===== src/design/sler_defs.svh =====
// Constants for the serial line error reporting block.
// Assumes inclusion by bare name from design files.
//
// Operation
// New character before previous finished: overrun code, serial error flag.
// Stop bits mismatch setting: framing code, serial error flag.
// Parity mismatch setting: parity code, parity/sum-check flag.
// Receive buffer full: drop character, buffer full code, serial error flag.
// Carrier check on, data while carrier off: carrier code, channel error flag.
// Send request with line down: refuse, transmission code, channel error flag; a request in the cycle after a send is dropped with no refusal, code or flag.
// Host error clear request clears stored codes and all flags.
// Host reads and discards bad data after framing or parity error.
// Host reads ready data promptly to avoid overflow.
// Both ends use flow control to avoid receive overflow.
// Far device sends only with carrier active when check enabled.
// Flags and codes stay latched until the host clear request; the stored code is overwritten by each later error event.
`ifndef SLER_DEFS_SVH
`define SLER_DEFS_SVH
`define SLER_CODE_NONE 16'h0000
`define SLER_CODE_OVERRUN 16'h7F67
`define SLER_CODE_FRAMING 16'h7F68
`define SLER_CODE_PARITY 16'h7F69
`define SLER_CODE_BUF_FULL 16'h7F6A
`define SLER_CODE_CARRIER 16'h7F6B
`define SLER_CODE_TX_LINE 16'h7F6C
`define SLER_DATA_W 8
`define SLER_CODE_W 16
`endif


===== src/design/sler_pkg.sv =====
// Types for the serial line error reporting block.
// Assumes sler_defs.svh is available.
`include "sler_defs.svh"
package sler_pkg;
	typedef logic [`SLER_DATA_W-1:0] sler_data_type;
	typedef logic [`SLER_CODE_W-1:0] sler_code_type;
	typedef enum logic [0:0] {
		SLER_TX_IDLE = 1'b0,
		SLER_TX_SEND = 1'b1
	} sler_tx_state_type;
endpackage : sler_pkg


===== src/design/sler_buf_if.sv =====
// Handshake carrier between the error reporting block and its receive buffer.
// Assumes one clock domain.
`timescale 1ns/10ps
`default_nettype none
interface sler_buf_if;
	logic in_valid;
	logic in_ready;
	sler_pkg::sler_data_type in_data;
	logic out_valid;
	logic out_ready;
	sler_pkg::sler_data_type out_data;
	modport buffer (input in_valid, in_data, out_ready, output in_ready, out_valid, out_data);
	modport user (output in_valid, in_data, out_ready, input in_ready, out_valid, out_data);
endinterface : sler_buf_if
`default_nettype wire


===== src/design/sler_buf.sv =====
// Two-entry receive buffer with valid/ready on both sides.
// Assumes one clock and asynchronous active-low reset.
`timescale 1ns/10ps
`default_nettype none
module sler_buf (
	input wire logic clk,
	input wire logic arst_n,
	sler_buf_if.buffer bus
);
	sler_pkg::sler_data_type mem [0:1];
	sler_pkg::sler_data_type next_mem [0:1];
	logic rd_ptr;
	logic wr_ptr;
	logic [1:0] count;
	logic next_rd_ptr;
	logic next_wr_ptr;
	logic [1:0] next_count;
	logic push;
	logic pop;

	assign bus.in_ready = (count != 2'd2);
	assign bus.out_valid = (count != 2'd0);
	assign bus.out_data = mem[rd_ptr];

	always_comb
	begin
		push = bus.in_valid && bus.in_ready;
		pop = bus.out_valid && bus.out_ready;
		next_mem[0] = mem[0];
		next_mem[1] = mem[1];
		if (push)
		begin
			next_mem[wr_ptr] = bus.in_data;
		end
		next_wr_ptr = push ? ~wr_ptr : wr_ptr;
		next_rd_ptr = pop ? ~rd_ptr : rd_ptr;
		next_count = count + {1'b0, push} - {1'b0, pop};
	end

	always_ff @(posedge clk or negedge arst_n)
	begin
		if (!arst_n)
		begin
			mem[0] <= 8'h00;
			mem[1] <= 8'h00;
			rd_ptr <= 1'b0;
			wr_ptr <= 1'b0;
			count <= 2'd0;
		end
		else
		begin
			mem[0] <= next_mem[0];
			mem[1] <= next_mem[1];
			rd_ptr <= next_rd_ptr;
			wr_ptr <= next_wr_ptr;
			count <= next_count;
		end
	end
endmodule : sler_buf
`default_nettype wire


===== src/design/sler_top.sv =====
// Error detection and latching for one serial channel.
// Assumes a receiver delivering one-cycle character strobes with
// status, and a host reading data with valid/ready.
`include "sler_defs.svh"
`timescale 1ns/10ps
`default_nettype none
module sler_top (
	input wire logic clk,
	input wire logic arst_n,
	input wire logic rx_strobe,
	input wire logic [7:0] rx_data,
	input wire logic rx_busy,
	input wire logic rx_stop_bad,
	input wire logic rx_parity_bad,
	input wire logic carrier_detect_pin,
	input wire logic carrier_check_setting,
	input wire logic line_connected,
	input wire logic tx_request,
	input wire logic [7:0] tx_data,
	input wire logic error_clear_request,
	input wire logic host_ready,
	output logic host_valid,
	output logic [7:0] host_data,
	output logic tx_start,
	output logic [7:0] tx_out,
	output logic tx_refused,
	output logic serial_error_flag,
	output logic parity_error_flag,
	output logic channel_error_flag,
	output logic [15:0] error_code
);
	////////////////////////////////////////////////////////////////
	// Pin synchronisers, one per asynchronous pin
	// Only the second stage is read; the first may still be settling
	logic [1:0] pin_raw;
	logic [1:0] pin_sync;
	logic cd_sync;
	logic lc_sync;

	assign pin_raw = {line_connected, carrier_detect_pin};
	assign cd_sync = pin_sync[0];
	assign lc_sync = pin_sync[1];

	genvar gi;
	generate
		for (gi = 0; gi < 2; gi++)
		begin : g_sync
			logic meta;
			logic sync;
			logic next_meta;
			logic next_sync;

			always_comb
			begin
				next_meta = pin_raw[gi];
				next_sync = meta;
			end

			always_ff @(posedge clk or negedge arst_n)
			begin
				if (!arst_n)
				begin
					meta <= 1'b0;
					sync <= 1'b0;
				end
				else
				begin
					meta <= next_meta;
					sync <= next_sync;
				end
			end

			assign pin_sync[gi] = sync;
		end
	endgenerate

	////////////////////////////////////////////////////////////////
	// Receive path
	sler_buf_if bif ();
	sler_buf u_buf (
		.clk(clk),
		.arst_n(arst_n),
		.bus(bif.buffer)
	);

	logic ev_overrun;
	logic ev_framing;
	logic ev_parity;
	logic ev_full;
	logic ev_carrier;
	logic ev_tx;
	logic out_take;

	always_comb
	begin
		// Overrun: new strobe while previous still being processed
		ev_overrun = rx_strobe && rx_busy;
		ev_framing = rx_strobe && rx_stop_bad;
		ev_parity = rx_strobe && rx_parity_bad;
		// Dropped character: buffer cannot take it
		ev_full = rx_strobe && !bif.in_ready;
		ev_carrier = rx_strobe && carrier_check_setting && !cd_sync;
		ev_tx = tx_request && !lc_sync;
		bif.in_valid = rx_strobe;
		bif.in_data = rx_data;
		// Output stage empty or being emptied this cycle
		out_take = !host_valid || host_ready;
		bif.out_ready = out_take;
	end

	////////////////////////////////////////////////////////////////
	// Host output stage, registered so outputs come from flops
	logic next_host_valid;
	logic [7:0] next_host_data;

	always_comb
	begin
		next_host_valid = host_valid;
		next_host_data = host_data;
		if (out_take)
		begin
			next_host_valid = bif.out_valid;
			if (bif.out_valid)
			begin
				next_host_data = bif.out_data;
			end
		end
	end

	always_ff @(posedge clk or negedge arst_n)
	begin
		if (!arst_n)
		begin
			host_valid <= 1'b0;
			host_data <= 8'h00;
		end
		else
		begin
			host_valid <= next_host_valid;
			host_data <= next_host_data;
		end
	end

	////////////////////////////////////////////////////////////////
	// Transmit gate
	sler_pkg::sler_tx_state_type tx_state;
	sler_pkg::sler_tx_state_type next_tx_state;
	logic next_tx_start;
	logic [7:0] next_tx_out;
	logic next_tx_refused;

	always_comb
	begin
		next_tx_state = sler_pkg::SLER_TX_IDLE;
		next_tx_start = 1'b0;
		next_tx_out = tx_out;
		next_tx_refused = 1'b0;
		case (tx_state)
			sler_pkg::SLER_TX_IDLE:
			begin
				if (tx_request && lc_sync)
				begin
					next_tx_state = sler_pkg::SLER_TX_SEND;
					next_tx_start = 1'b1;
					next_tx_out = tx_data;
				end
				else if (ev_tx)
				begin
					// Nothing leaves the pin while the line is down
					next_tx_refused = 1'b1;
				end
			end
			sler_pkg::SLER_TX_SEND:
			begin
				next_tx_state = sler_pkg::SLER_TX_IDLE;
			end
			default:
			begin
				next_tx_state = sler_pkg::SLER_TX_IDLE;
			end
		endcase
	end

	always_ff @(posedge clk or negedge arst_n)
	begin
		if (!arst_n)
		begin
			tx_state <= sler_pkg::SLER_TX_IDLE;
			tx_start <= 1'b0;
			tx_out <= 8'h00;
			tx_refused <= 1'b0;
		end
		else
		begin
			tx_state <= next_tx_state;
			tx_start <= next_tx_start;
			tx_out <= next_tx_out;
			tx_refused <= next_tx_refused;
		end
	end

	////////////////////////////////////////////////////////////////
	// Error latches; a new event beats a clear in the same cycle
	logic ev_tx_real;
	logic [2:0] flag_set;
	logic [2:0] flag_q;
	logic [15:0] next_code;

	always_comb
	begin
		// Refusal only counts from idle, matching the pulse above
		ev_tx_real = ev_tx && (tx_state == sler_pkg::SLER_TX_IDLE);
		// Bit 2 serial, bit 1 parity/sum-check, bit 0 channel
		flag_set[2] = ev_overrun || ev_framing || ev_full;
		flag_set[1] = ev_parity;
		flag_set[0] = ev_carrier || ev_tx_real;
	end

	// One sticky flag per indicator bit
	generate
		for (gi = 0; gi < 3; gi++)
		begin : g_flag
			logic flag;
			logic next_flag;

			always_comb
			begin
				next_flag = flag;
				if (error_clear_request)
				begin
					next_flag = 1'b0;
				end
				if (flag_set[gi])
				begin
					next_flag = 1'b1;
				end
			end

			always_ff @(posedge clk or negedge arst_n)
			begin
				if (!arst_n)
				begin
					flag <= 1'b0;
				end
				else
				begin
					flag <= next_flag;
				end
			end

			assign flag_q[gi] = flag;
		end
	endgenerate

	assign serial_error_flag = flag_q[2];
	assign parity_error_flag = flag_q[1];
	assign channel_error_flag = flag_q[0];

	always_comb
	begin
		next_code = error_code;
		if (error_clear_request)
		begin
			next_code = `SLER_CODE_NONE;
		end
		// Lowest priority first; last write wins, most severe on top
		if (ev_tx_real)
		begin
			next_code = `SLER_CODE_TX_LINE;
		end
		if (ev_carrier)
		begin
			next_code = `SLER_CODE_CARRIER;
		end
		if (ev_parity)
		begin
			next_code = `SLER_CODE_PARITY;
		end
		if (ev_framing)
		begin
			next_code = `SLER_CODE_FRAMING;
		end
		if (ev_full)
		begin
			next_code = `SLER_CODE_BUF_FULL;
		end
		if (ev_overrun)
		begin
			next_code = `SLER_CODE_OVERRUN;
		end
	end

	always_ff @(posedge clk or negedge arst_n)
	begin
		if (!arst_n)
		begin
			error_code <= `SLER_CODE_NONE;
		end
		else
		begin
			error_code <= next_code;
		end
	end
endmodule : sler_top
`default_nettype wire


===== config.mk =====
export PLATFORM = sky130hd
export DESIGN_NAME = sler_top
export DESIGN_NICKNAME = d
export VERILOG_FILES = /design/src/design/sler_pkg.sv /design/src/design/sler_buf_if.sv /design/src/design/sler_buf.sv /design/src/design/sler_top.sv
export VERILOG_INCLUDE_DIRS = /design/src /design/src/design
export SDC_FILE = /design/constraint.sdc
export NUM_CORES = 1
export LEC_CHECK = 0
export BUFFER_PORTS_ARGS = -buffer_cell sky130_fd_sc_hd__buf_2
export CORE_MARGIN = 10
export CORE_UTILIZATION = 40
export DETAILED_ROUTE_END_ITERATION = 6
export REMOVE_ABC_BUFFERS = 1
export SYNTH_ARGS = -nofsm -noshare
export SYNTH_HDL_FRONTEND = slang
export SYNTH_HIERARCHICAL = 1
export SYNTH_SLANG_ARGS = --single-unit

===== constraint.sdc =====
create_clock -name clk -period 1.65 [get_ports clk]
set_input_delay 0.165 -clock clk [delete_from_list [all_inputs] [get_ports clk]]
set_output_delay 0.165 -clock clk [all_outputs]
set_load 0.02 [all_outputs]

# Word level (Yosys, flattened, before mapping)
# Cells that the tools add are included.
# word_totals
regBits	63
output_inout_bits	38
# op_classes
n_addsub	2
order_cmp	3
n_eq_ne	1
muxes	23
bitwise_logic	5
n_reduce_logical	27
# op_table
cell	n
two-way mux 16 bit	7
two-way mux 8 bit	4
bitwise mux 16 bit	1
logical AND 1 bit	12
two-way mux 1 bit	9
demux 8 bit (select 1 bit)	1
nonzero test 2 bit	4
nonzero test 7 bit	1
>= comparator 2 bit, second input constant	2
zero test 1 bit	4
logical OR 1 bit	4
inverter 1 -> 2 bit	2
AND reduction 2 bit	2
inverter 1 bit	3
adder 2 x 1 -> 2 bit	1
< comparator 2 x 1 -> 1 bit, second input constant	1
inequality test 2 bit, second input constant	1
case mux 1 bit (2 select lines)	1
subtractor 2 x 1 -> 2 bit	1

# Longest topological paths before layout
# Gate-level depths: netlist of the first run.
# logic_depth
depth_word	9
mapped_depth	6
depth_no_buf	6

# Cells and area by module
# The synthesis of the first run kept the hierarchy.
# modules_own_cells
module	instances	cells_per_inst	area_each_um2	seq_area_each_um2
sler_top	1	110	1268.7	775.7
sler_buf	1	65	919.6	500.5

# Worst setup path before layout of the first run
# OpenSTA, ideal clock, no wires.
# synth_path
path_kind	register to register
from	reg u_buf.count[0]
to	reg error_code[0]
setup_ns	0.122
arrival_ns	1.317
path_slack_ns	0.211
stages_incl_launch_ff	7
path_cell_list	dfrtp_1 -> and2b_4 -> inv_2 -> nand2b_1 -> o31ai_1 -> and2_4 -> a32o_1
# synth_between
elab_chain_len	5
# synth_lines
element	line	rtl
from (decl)	sler_buf.sv:14	logic [1:0] count;
from (signal assigned)	sler_buf.sv:56	count <= next_count;
inequality test 2 bit *	sler_buf.sv:21	assign bus.in_ready = (count != 2'd2);
named net bif.in_ready	sler_buf_if.sv:7	logic in_ready;
zero test 1 bit *	sler_top.sv:101	ev_full = rx_strobe && !bif.in_ready;
logical AND 1 bit *	sler_top.sv:101	
two-way mux 16 bit	sler_top.sv:283	if (ev_full)
two-way mux 16 bit	sler_top.sv:287	if (ev_overrun)
to (signal assigned)	sler_top.sv:297	error_code <= `SLER_CODE_NONE;
to (signal assigned)	sler_top.sv:301	error_code <= next_code;
to (decl)	sler_top.sv:30	output logic [15:0] error_code
# The timed path passes the listed nets; every way through them passes the cells marked *.
# A chain may end at the register's enable or synchronous reset.

# Worst setup path after layout of the first run
# Ends and elaborated chain as after synthesis.

==> run metrics, run 1 <==
CP max FO=7; largest cells by area after synthesis=dfrtp_1 58%, mux2_2 16%, nand2_1 4.8%; Clock Sinks=51; Max Root-Sink Buffers=2; clk_lat worst skew=0.29 ns; clk slew on worst S/H paths=0.09 ns; Static Leak=1.31 nW; Worst Hold Class=in -> reg; Internal Power=0.00291 W; die height=94.0 um; Setup WS pre-CTS=0.135 ns; Power Density=1600 nW/um^2; Avg Cell Area, Syn=12.5 um^2; Buffers on Ports=62; Iter 0 DRT Violations=71; H-tree level count=2; crit path DAT=1.71 ns; fin crit period=1.52 ns; drt pass-1 iters=4; vias in the first global route=1,500; most frequent cell after synthesis=dfrtp_1; synthesized area=2190 um^2; initial core utilization=42.0%; drt total wl=4.37 mm; P&R area growth vs syn=22.6%; post-synth top area cell=dfrtp_1; status=complete, no violations; first-pass GRT wire length=7.31 mm; Net Sw Power=0.00139 W; Max Cap Viol=0; worst setup path class=reg -> reg; crit start category=flip-flop; number of setup violations in the final report=0; Synth warnings=6; largest net degree at the start of global routing=52; post-CTS sizing=0; DRC=0; Total GRT Usage=10.3%; sequential area share after synthesis=58.3%; # nets final=270; initial antenna violation count=0; Hold WS=0.0587 ns; Routed Antenna Nets=0; Switching Share=32.4%; diodes inserted=0; row count=26; final hold vios=0; die area=8830 um^2; CTS tree=built; vias=1,434; top cells by count, synth=51 x dfrtp_1, 31 x mux2_2, 28 x nand2_1, 11 x buf_4, 8 x o21ai_0; GRT Residual Overflow=0; ys flop type=dfrtp_1; CP Data Required Time=1.84 ns; sequential power share=45.2%; RePlAce Congestion=0.787; share of cells above drive strength 1=47.9%; period utilisation layout=92.3%; fill count=484; ys async rst share=100%; total core area=5200 um^2; worst-case vdd ir drop=0.00106 V; EDFF count, synth=0; I/O Pins=66; post-synthesis register bit count=51; Combinational Power Share=37.1%; Unique masters post-synth=38; fmax=657 MHz; fin util=51.5%; root buffer cell=clkbuf_8; vias per cell=4.60; Die Width=94.0 um; TritonCTS Buffers=5; Worst Slack Setup Final=0.128 ns; cell count after synthesis=175; WL per Instance=14.0 um; Synth top area share=58.3%; crit end category=flip-flop; RSZ-0062 raised after global routing=false; proportion of power drawn by the clock network=17.7%; DP Wirelength=3.33 mm; clk_skew=0.00379 ns; fin. max-slew vios=0
-- metrics by stage --
step	cell area, um^2	instances	total power, W	TNS, ns
global route	2680	312	0.00462	0
global placement	2550	301	0.00357	0
detailed placement	2550	301	0.00360	0
floorplan	2100	164	0.00309	-0.0434
finish	2680	312	0.00430	0
CTS	2680	312	0.00438	0
-- state kept, by name, summed over array words and instances (netlist names), 2 cells and up --
| register | count |
|---|---|
| u_buf/mem | 16 |
| u_buf/count | 2 |
| g_sync.meta | 2 |
| error_code | 5 |
| host_data | 8 |
| tx_out | 8 |
-- power by group through the flow --
stage	Clock (W)	Sequential, W	Combinational, W
floorplan	0	0.00216	0.000929
global placement	0	0.00196	0.00161
detailed placement	0	0.00198	0.00162
CTS	0.000796	0.00195	0.00163
global route	0.000846	0.00202	0.00176
finish	0.000761	0.00194	0.00160
-- worst paths after layout --
check                                                      to                startpoint  slack (ns)  depth (start not counted)
worst max register to register      error_code[0]$_DFFE_PN0P_  u_buf/count[0]$_DFF_PN0_        0.13                          6
worst max-delay path                error_code[0]$_DFFE_PN0P_  u_buf/count[0]$_DFF_PN0_        0.13                          6
worst min-delay path                    tx_out[2]$_DFFE_PN0P_                tx_data[2]        0.06                          3
max in group asynchronous            g_sync[1].sync$_DFF_PN0_                    arst_n        1.04                          3
worst min register to register              cd_sync$_DFF_PN0_  g_sync[0].meta$_DFF_PN0_        0.35                          0
min in group asynchronous       parity_error_flag$_DFFE_PN0P_                    arst_n        0.38                          3
-- cells by family after synthesis --
kind of cell               synth area share (%)
DFF                                        58.3
and+or+nand+nor                            11.8
muxes                                      16.5
AOI/OAI and AO/OA                          6.46
buffers and inverters                      5.37
xor gates and xnor gates                  0.801
adders and majority gates                 0.572
other                                     0.171
-- cell type report --
cell class	count	area [um^2]	share of cell area [%]
inverters	7	26.3	0.979
repair buffers	70	390	14.6
flip-flops and latches	51	1280	47.6
well taps	70	87.6	3.26
multi-input cells	106	802	29.9
clock buffers	8	100	3.73
-- per-layer routing --
layer / part of all wire [%] / global-route usage (%) / vias up / wire length [um]
met3: 8.0 / 3.92 / 5 / 351
li1: - / - / 709 / -
met4: 1.2 / 3.42 / 0 / 53
met2: 47 / 17.1 / 41 / 2070
met1: 43 / 12.0 / 679 / 1900
met5: 0 / 0 / - / 0
-- critical path: stages, from the launching register on --
cell and delay [ns]:
dfrtp_1 0.44, and2b_4 0.30, inv_2 0.05, nand2b_1 0.14, o31ai_1 0.08, and2_4 0.16, a32o_1 0.24
-- what timing repair did --
| item | in CTS | in global routing |
|---|---|---|
| setup buffers | 0 | 0 |
| hold buffers | 3 | 0 |
| endpoints found under the hold margin | 53 | 0 |
-- cell usage in the layout (no fill, tap or decap), drive strengths merged --
cell type / count
o31a: 1
nor2b: 1
dfrtp: 51
a22o: 1
inv: 6
nand3: 2
a21oi: 2
and2: 1
nor3b: 1
buf: 67
a211oi: 1
clkinv: 1
nor3: 1
conb: 3
or2: 1
nand2b: 4
nand2: 29
o21bai: 1
o21ai: 8
xnor2: 2
mux2: 32
ha: 1
clkbuf: 8
nor2: 4
a32oi: 2
nand3b: 2
a32o: 2
and2b: 2
a21bo: 1
o31ai: 1
dlygate4sd3: 3
Note: power is estimated with default switching activity, not from simulation.
==> run 2: changes to the inputs <==
--- a/config.mk
+++ b/config.mk
@@ -6,9 +6,11 @@
 export SDC_FILE = /design/constraint.sdc
 export NUM_CORES = 1
 export LEC_CHECK = 0
-export BUFFER_PORTS_ARGS = -buffer_cell sky130_fd_sc_hd__buf_2
+export ABC_AREA = 1
+export BUFFER_PORTS_ARGS = -buffer_cell sky130_fd_sc_hd__clkbuf_2
 export CORE_MARGIN = 10
 export CORE_UTILIZATION = 40
+export CTS_BUF_LIST = sky130_fd_sc_hd__clkbuf_8
 export DETAILED_ROUTE_END_ITERATION = 6
 export REMOVE_ABC_BUFFERS = 1
 export SYNTH_ARGS = -nofsm -noshare
==> run metrics, run 2 <==
first-pass GRT wire length=9.07 mm; crit path DAT=1.66 ns; die area=9430 um^2; status=complete, no violations; CTS tree=built; H-tree level count=2; Unique masters post-synth=23; # nets final=366; fmax=683 MHz; drt total wl=5.23 mm; worst-case vdd ir drop=0.000702 V; synthesized area=2380 um^2; total core area=5850 um^2; sequential area share after synthesis=53.6%; EDFF count, synth=0; Power Density=1560 nW/um^2; worst setup path class=reg -> reg; CP max FO=5; row count=28; initial core utilization=40.7%; largest cells by area after synthesis=dfrtp_1 54%, nand2_1 19%, buf_4 4.7%; slowest stage cell, crit path=dfrtp_1; Cell Chain, Critical Path=nor2_1 -> nor2_1 -> nand2_1 -> nand2_1 -> ha_1 -> inv_1 -> nand2_1 -> nand2_1 -> inv_1 -> nand2_1 -> nand2_1; crit end category=flip-flop; fin util=48.4%; Bufs and invs on worst path=2; GRT Residual Overflow=0; ys async rst share=100%; share of cells above drive strength 1=28.4%; WL per Instance=12.7 um; initial antenna violation count=0; Static Leak=1.63 nW; fin. max-slew vios=0; Die Width=97.1 um; clk_lat worst skew=0.30 ns; max reg flops=16; Routed Antenna Nets=0; Buffers on Ports=62; I/O Pins=66; CP max stage delay=0.45 ns; CP Data Required Time=1.85 ns; period utilisation layout=88.7%; DRC=0; final hold vios=0; DP Wirelength=4.09 mm; top cells by count, synth=120 x nand2_1, 51 x dfrtp_1, 19 x nand3_1, 16 x nand4_1, 15 x buf_4; root buffer cell=clkbuf_8; P&R area growth vs syn=19.0%; die height=97.1 um; crit start category=flip-flop; most frequent cells in the layout=120 x nand2_1, 62 x clkbuf_2, 51 x dfrtp_1, 19 x nand3_1, 16 x nand4_1; diodes inserted=0; CP most frequent cell=nand2_1; cell count after synthesis=276; Worst Hold Class=in -> reg; leading cell type in the layout, fill and taps excluded=nand2_1; RePlAce Congestion=0.735; CP delay by family, top=simple AND/OR/NAND/NOR gates; Avg Cell Area, Syn=8.62 um^2; Area after DPL=2710 um^2; Iter 0 DRT Violations=103; vias=1,872; RSZ-0062 raised after global routing=false; vias per cell=4.53; number of setup violations in the final report=0; vias in the first global route=2,017; Max Root-Sink Buffers=2; Synth warnings=6; clk_skew=0.00289 ns; TritonCTS Buffers=5; Top reg by flops=u_buf/mem; Clock Sinks=51; Largest regs=u_buf/mem (16), host_data (8), tx_out (8); Worst Slack Setup Final=0.187 ns; setup_tns=0 ns; drt pass-1 iters=4; Total GRT Usage=11.2%; fin crit period=1.46 ns; clk slew on worst S/H paths=0.09 ns; cell area after layout=2830 um^2; Total Power=0.00442 W; Max Cap Viol=0; post-synthesis register bit count=51; most frequent cell after synthesis=nand2_1; largest net degree at the start of global routing=34; Setup WS pre-CTS=0.173 ns; post-synth top area cell=dfrtp_1; ys flop type=dfrtp_1; Synth top area share=53.6%
run 2: logic make-up (layout without fill, tap and decap cells):
group / Yosys count / count (layout) / synth area share, %
adders and majority gates: 1 / 1 / 0.526
AOI/OAI and AO/OA: 5 / 5 / 1.05
other: 1 / 3 / 0.158
DFF: 51 / 51 / 53.6
xor gates and xnor gates: 1 / 1 / 0.368
buffers and inverters: 39 / 99 / 9.31
and+or+nand+nor: 178 / 178 / 35.0
run 2: report_power, final:
group	leakage (nW)	internal [W]	switching (W)
clock network	0.0489	0.000307	0.000419
logic	0.955	0.000610	0.00119
registers	0.625	0.00165	0.000241
total	1.63	0.00257	0.00185
run 2: repair_timing:
item                                    CTS  global route
hold endpoints to repair                 20             0
buffers inserted                          0             0
gates resized for setup                   0             2
endpoints found under the setup margin    0             1
hold buffers                              3             0
run 2: area by class of cell:
cell class / count / area [um^2]
Timing Repair Buffer: 72 / 405
Clock inverter: 3 / 22.5
Clock buffer: 5 / 68.8
Sequential cell: 51 / 1280
Tap cell: 75 / 93.8
Fill cell: 583 / 3020
Multi-Input combinational cell: 188 / 895
Inverter: 19 / 71.3
run 2: stage by stage:
stage               std cells  hold WS [ns]
global route              413        0.0487
floorplan                 258        -0.131
global placement          402         0.152
finish                    413        0.0507
detailed placement        402         0.152
CTS                       413        0.0396
run 2: path summary, 6_finish.rpt:
kind                                                from                        end  slack, ns  depth (start not counted)
max in group asynchronous                         arst_n  u_buf/mem[11]$_DFFE_PN0P_       0.75                          3
worst max register to register  u_buf/count[1]$_DFF_PN0_   u_buf/count[1]$_DFF_PN0_       0.19                         11
worst max-delay path            u_buf/count[1]$_DFF_PN0_   u_buf/count[1]$_DFF_PN0_       0.19                         11
min in group asynchronous                         arst_n   host_data[5]$_DFFE_PN0P_       0.36                          2
worst min register to register  g_sync[0].meta$_DFF_PN0_          cd_sync$_DFF_PN0_       0.36                          0
worst min-delay path                          tx_data[5]      tx_out[5]$_DFFE_PN0P_       0.05                          3
run 2: tightest hold or removal path, delay by kind of cell:
kind	cells	cell delay, ns
AND/OR/NAND/NOR	2	0.08
buffers and inverters	1	0.07
run 2: metal layers:
layer  share of wire, %  wire length (um)  GRT usage, %
met2                 44              2320          17.4
met4               0.32                17          2.04
met3                9.4               491          5.19
met5                  0                 0             0
met1                 46              2400          14.0
==> run 3: changes to the inputs <==
--- a/config.mk
+++ b/config.mk
@@ -9,7 +9,7 @@
 export ABC_AREA = 1
 export BUFFER_PORTS_ARGS = -buffer_cell sky130_fd_sc_hd__clkbuf_2
 export CORE_MARGIN = 10
-export CORE_UTILIZATION = 40
+export CORE_UTILIZATION = 30
 export CTS_BUF_LIST = sky130_fd_sc_hd__clkbuf_8
 export DETAILED_ROUTE_END_ITERATION = 6
 export REMOVE_ABC_BUFFERS = 1
==> run metrics, run 3 (synthesis results as in run 2) <==
status=complete, no violations; clk slew on worst S/H paths=0.09 ns; worst slew pin tran=0.521 ns; GRT Residual Overflow=0; # nets final=367; Largest regs=u_buf/mem (16), host_data (8), tx_out (8); hold path startpoint=tx_data[6]; clk_skew=0.00548 ns; CP delay by family, top=simple AND/OR/NAND/NOR gates; CP most frequent cell=nand2_1; slew margin rel.=65.3%; DP Wirelength=4.39 mm; Setup WS pre-CTS=0.153 ns; first-pass GRT wire length=9.57 mm; crit end category=flip-flop; Die Width=109 um; RePlAce Congestion=0.772; TritonCTS Buffers=5; die area=11,900 um^2; worst setup path class=reg -> reg; worst-case vdd ir drop=0.000523 V; vias in the first global route=1,928; I/O Pins=66; fmax=680 MHz; most frequent cells in the layout=120 x nand2_1, 62 x clkbuf_2, 51 x dfrtp_1, 19 x nand3_1, 16 x nand4_1; drt pass-1 iters=4; Total GRT Usage=9.93%; Worst R2R Start=u_buf/count[1]$_DFF_PN0_; largest net degree at the start of global routing=24; H-tree level count=2; Routed Antenna Nets=0; Buffers on Ports=62; RSZ-0062 raised after global routing=false; Static Leak=1.65 nW; CP max FO=5; Hold WS=0.0439 ns; placed insts=430; number of setup violations in the final report=0; slowest stage cell, crit path=dfrtp_1; initial core utilization=30.8%; Clock Sinks=51; clk_lat worst skew=0.31 ns; Power Density=1600 nW/um^2; Bufs and invs on worst path=2; reg-to-reg critical path endpoint=u_buf/count[1]$_DFF_PN0_; root buffer cell=clkbuf_8; P&R area growth vs syn=22.0%; Top reg by flops=u_buf/mem; die height=109 um; Max Cap Viol=0; CTS tree=built; fin crit period=1.47 ns; total core area=7730 um^2; Worst Hold Class=in -> reg; drt total wl=5.73 mm; vias=1,912; crit path DAT=1.67 ns; initial antenna violation count=0; vias per cell=4.34; Iter 0 DRT Violations=81; hold path depth=3; Hold Path End=tx_out[6]$_DFFE_PN0P_; max reg flops=16; diodes inserted=0; Max Root-Sink Buffers=2; row count=32; crit start category=flip-flop; fin cells=441; period utilisation layout=89.1%; Worst Slack Setup Final=0.180 ns; CP Data Required Time=1.85 ns; Reg2Reg Depth=11; Cell Chain, Critical Path=nor2_1 -> nor2_1 -> nand2_1 -> nand2_1 -> ha_1 -> inv_1 -> nand2_1 -> nand2_1 -> inv_1 -> nand2_1 -> nand2_1; WL per Instance=13.0 um; final hold vios=0; R2R setup slack=0.18 ns; DRC=0; share of cells above drive strength 1=28.6%; fin. max-slew vios=0; CP max stage delay=0.45 ns; leading cell type in the layout, fill and taps excluded=nand2_1
run 3: worst max-delay path by stage:
stage | depth (start not counted) | slack (ns) | from | end
floorplan | 2 | -0.05 | error_code[13]$_DFFE_PN0P_ | error_code[13]$_DFFE_PN0P_
CTS | 12 | 0.15 | u_buf/count[0]$_DFF_PN0_ | u_buf/count[1]$_DFF_PN0_
global route | 12 | 0.06 | u_buf/count[0]$_DFF_PN0_ | u_buf/count[1]$_DFF_PN0_
global placement | 11 | 0.26 | u_buf/count[1]$_DFF_PN0_ | u_buf/count[1]$_DFF_PN0_
detailed placement | 12 | 0.15 | u_buf/count[0]$_DFF_PN0_ | u_buf/count[1]$_DFF_PN0_
finish | 11 | 0.18 | u_buf/count[1]$_DFF_PN0_ | u_buf/count[1]$_DFF_PN0_
run 3: final cells by class:
| cell class | count | area [um^2] |
|---|---|---|
| inverter | 19 | 71.3 |
| clock buffer | 6 | 82.6 |
| clock inverter | 2 | 38.8 |
| tap | 102 | 128 |
| timing repair buffer | 73 | 413 |
| sequential | 51 | 1280 |
| fill | 825 | 4820 |
| multi-input combinational | 188 | 895 |
run 3: per-stage QoR:
step | setup TNS (ns) | power, W | util, % | cell area [um^2]
after CTS | 0 | 0.00471 | 37.5 | 2900
after global placement | 0 | 0.00370 | 35.6 | 2750
final | 0 | 0.00465 | 37.6 | 2900
after detailed placement | 0 | 0.00375 | 35.6 | 2750
after floorplan | -0.0482 | 0.00308 | - | 2240
after global routing | 0 | 0.00504 | 37.6 | 2900
run 3: worst min-delay path: stages:
cell	delay, ns
clkbuf_2	0.07
nand2_1	0.04
nand2_1	0.04
run 3: routing by layer:
layer / part of all wire (%) / track usage, % / vias to the layer above
met4: 0.85 / 2.64 / 0
li1: - / - / 978
met3: 8.5 / 3.78 / 5
met1: 45 / 12.6 / 871
met5: 0 / 0 / -
met2: 45 / 15.4 / 58
run 3: repair_timing:
action | in CTS | in global routing
setup endpoints to repair | 0 | 1
gates resized for setup | 0 | 2
setup buffers | 0 | 0
hold buffers | 3 | 0
endpoints found under the hold margin | 20 | 0
run 3: power breakdown:
group	switching, W	internal, W
registers	0.000253	0.00165
clock network	0.000428	0.000499
logic	0.00120	0.000612
total	0.00189	0.00276
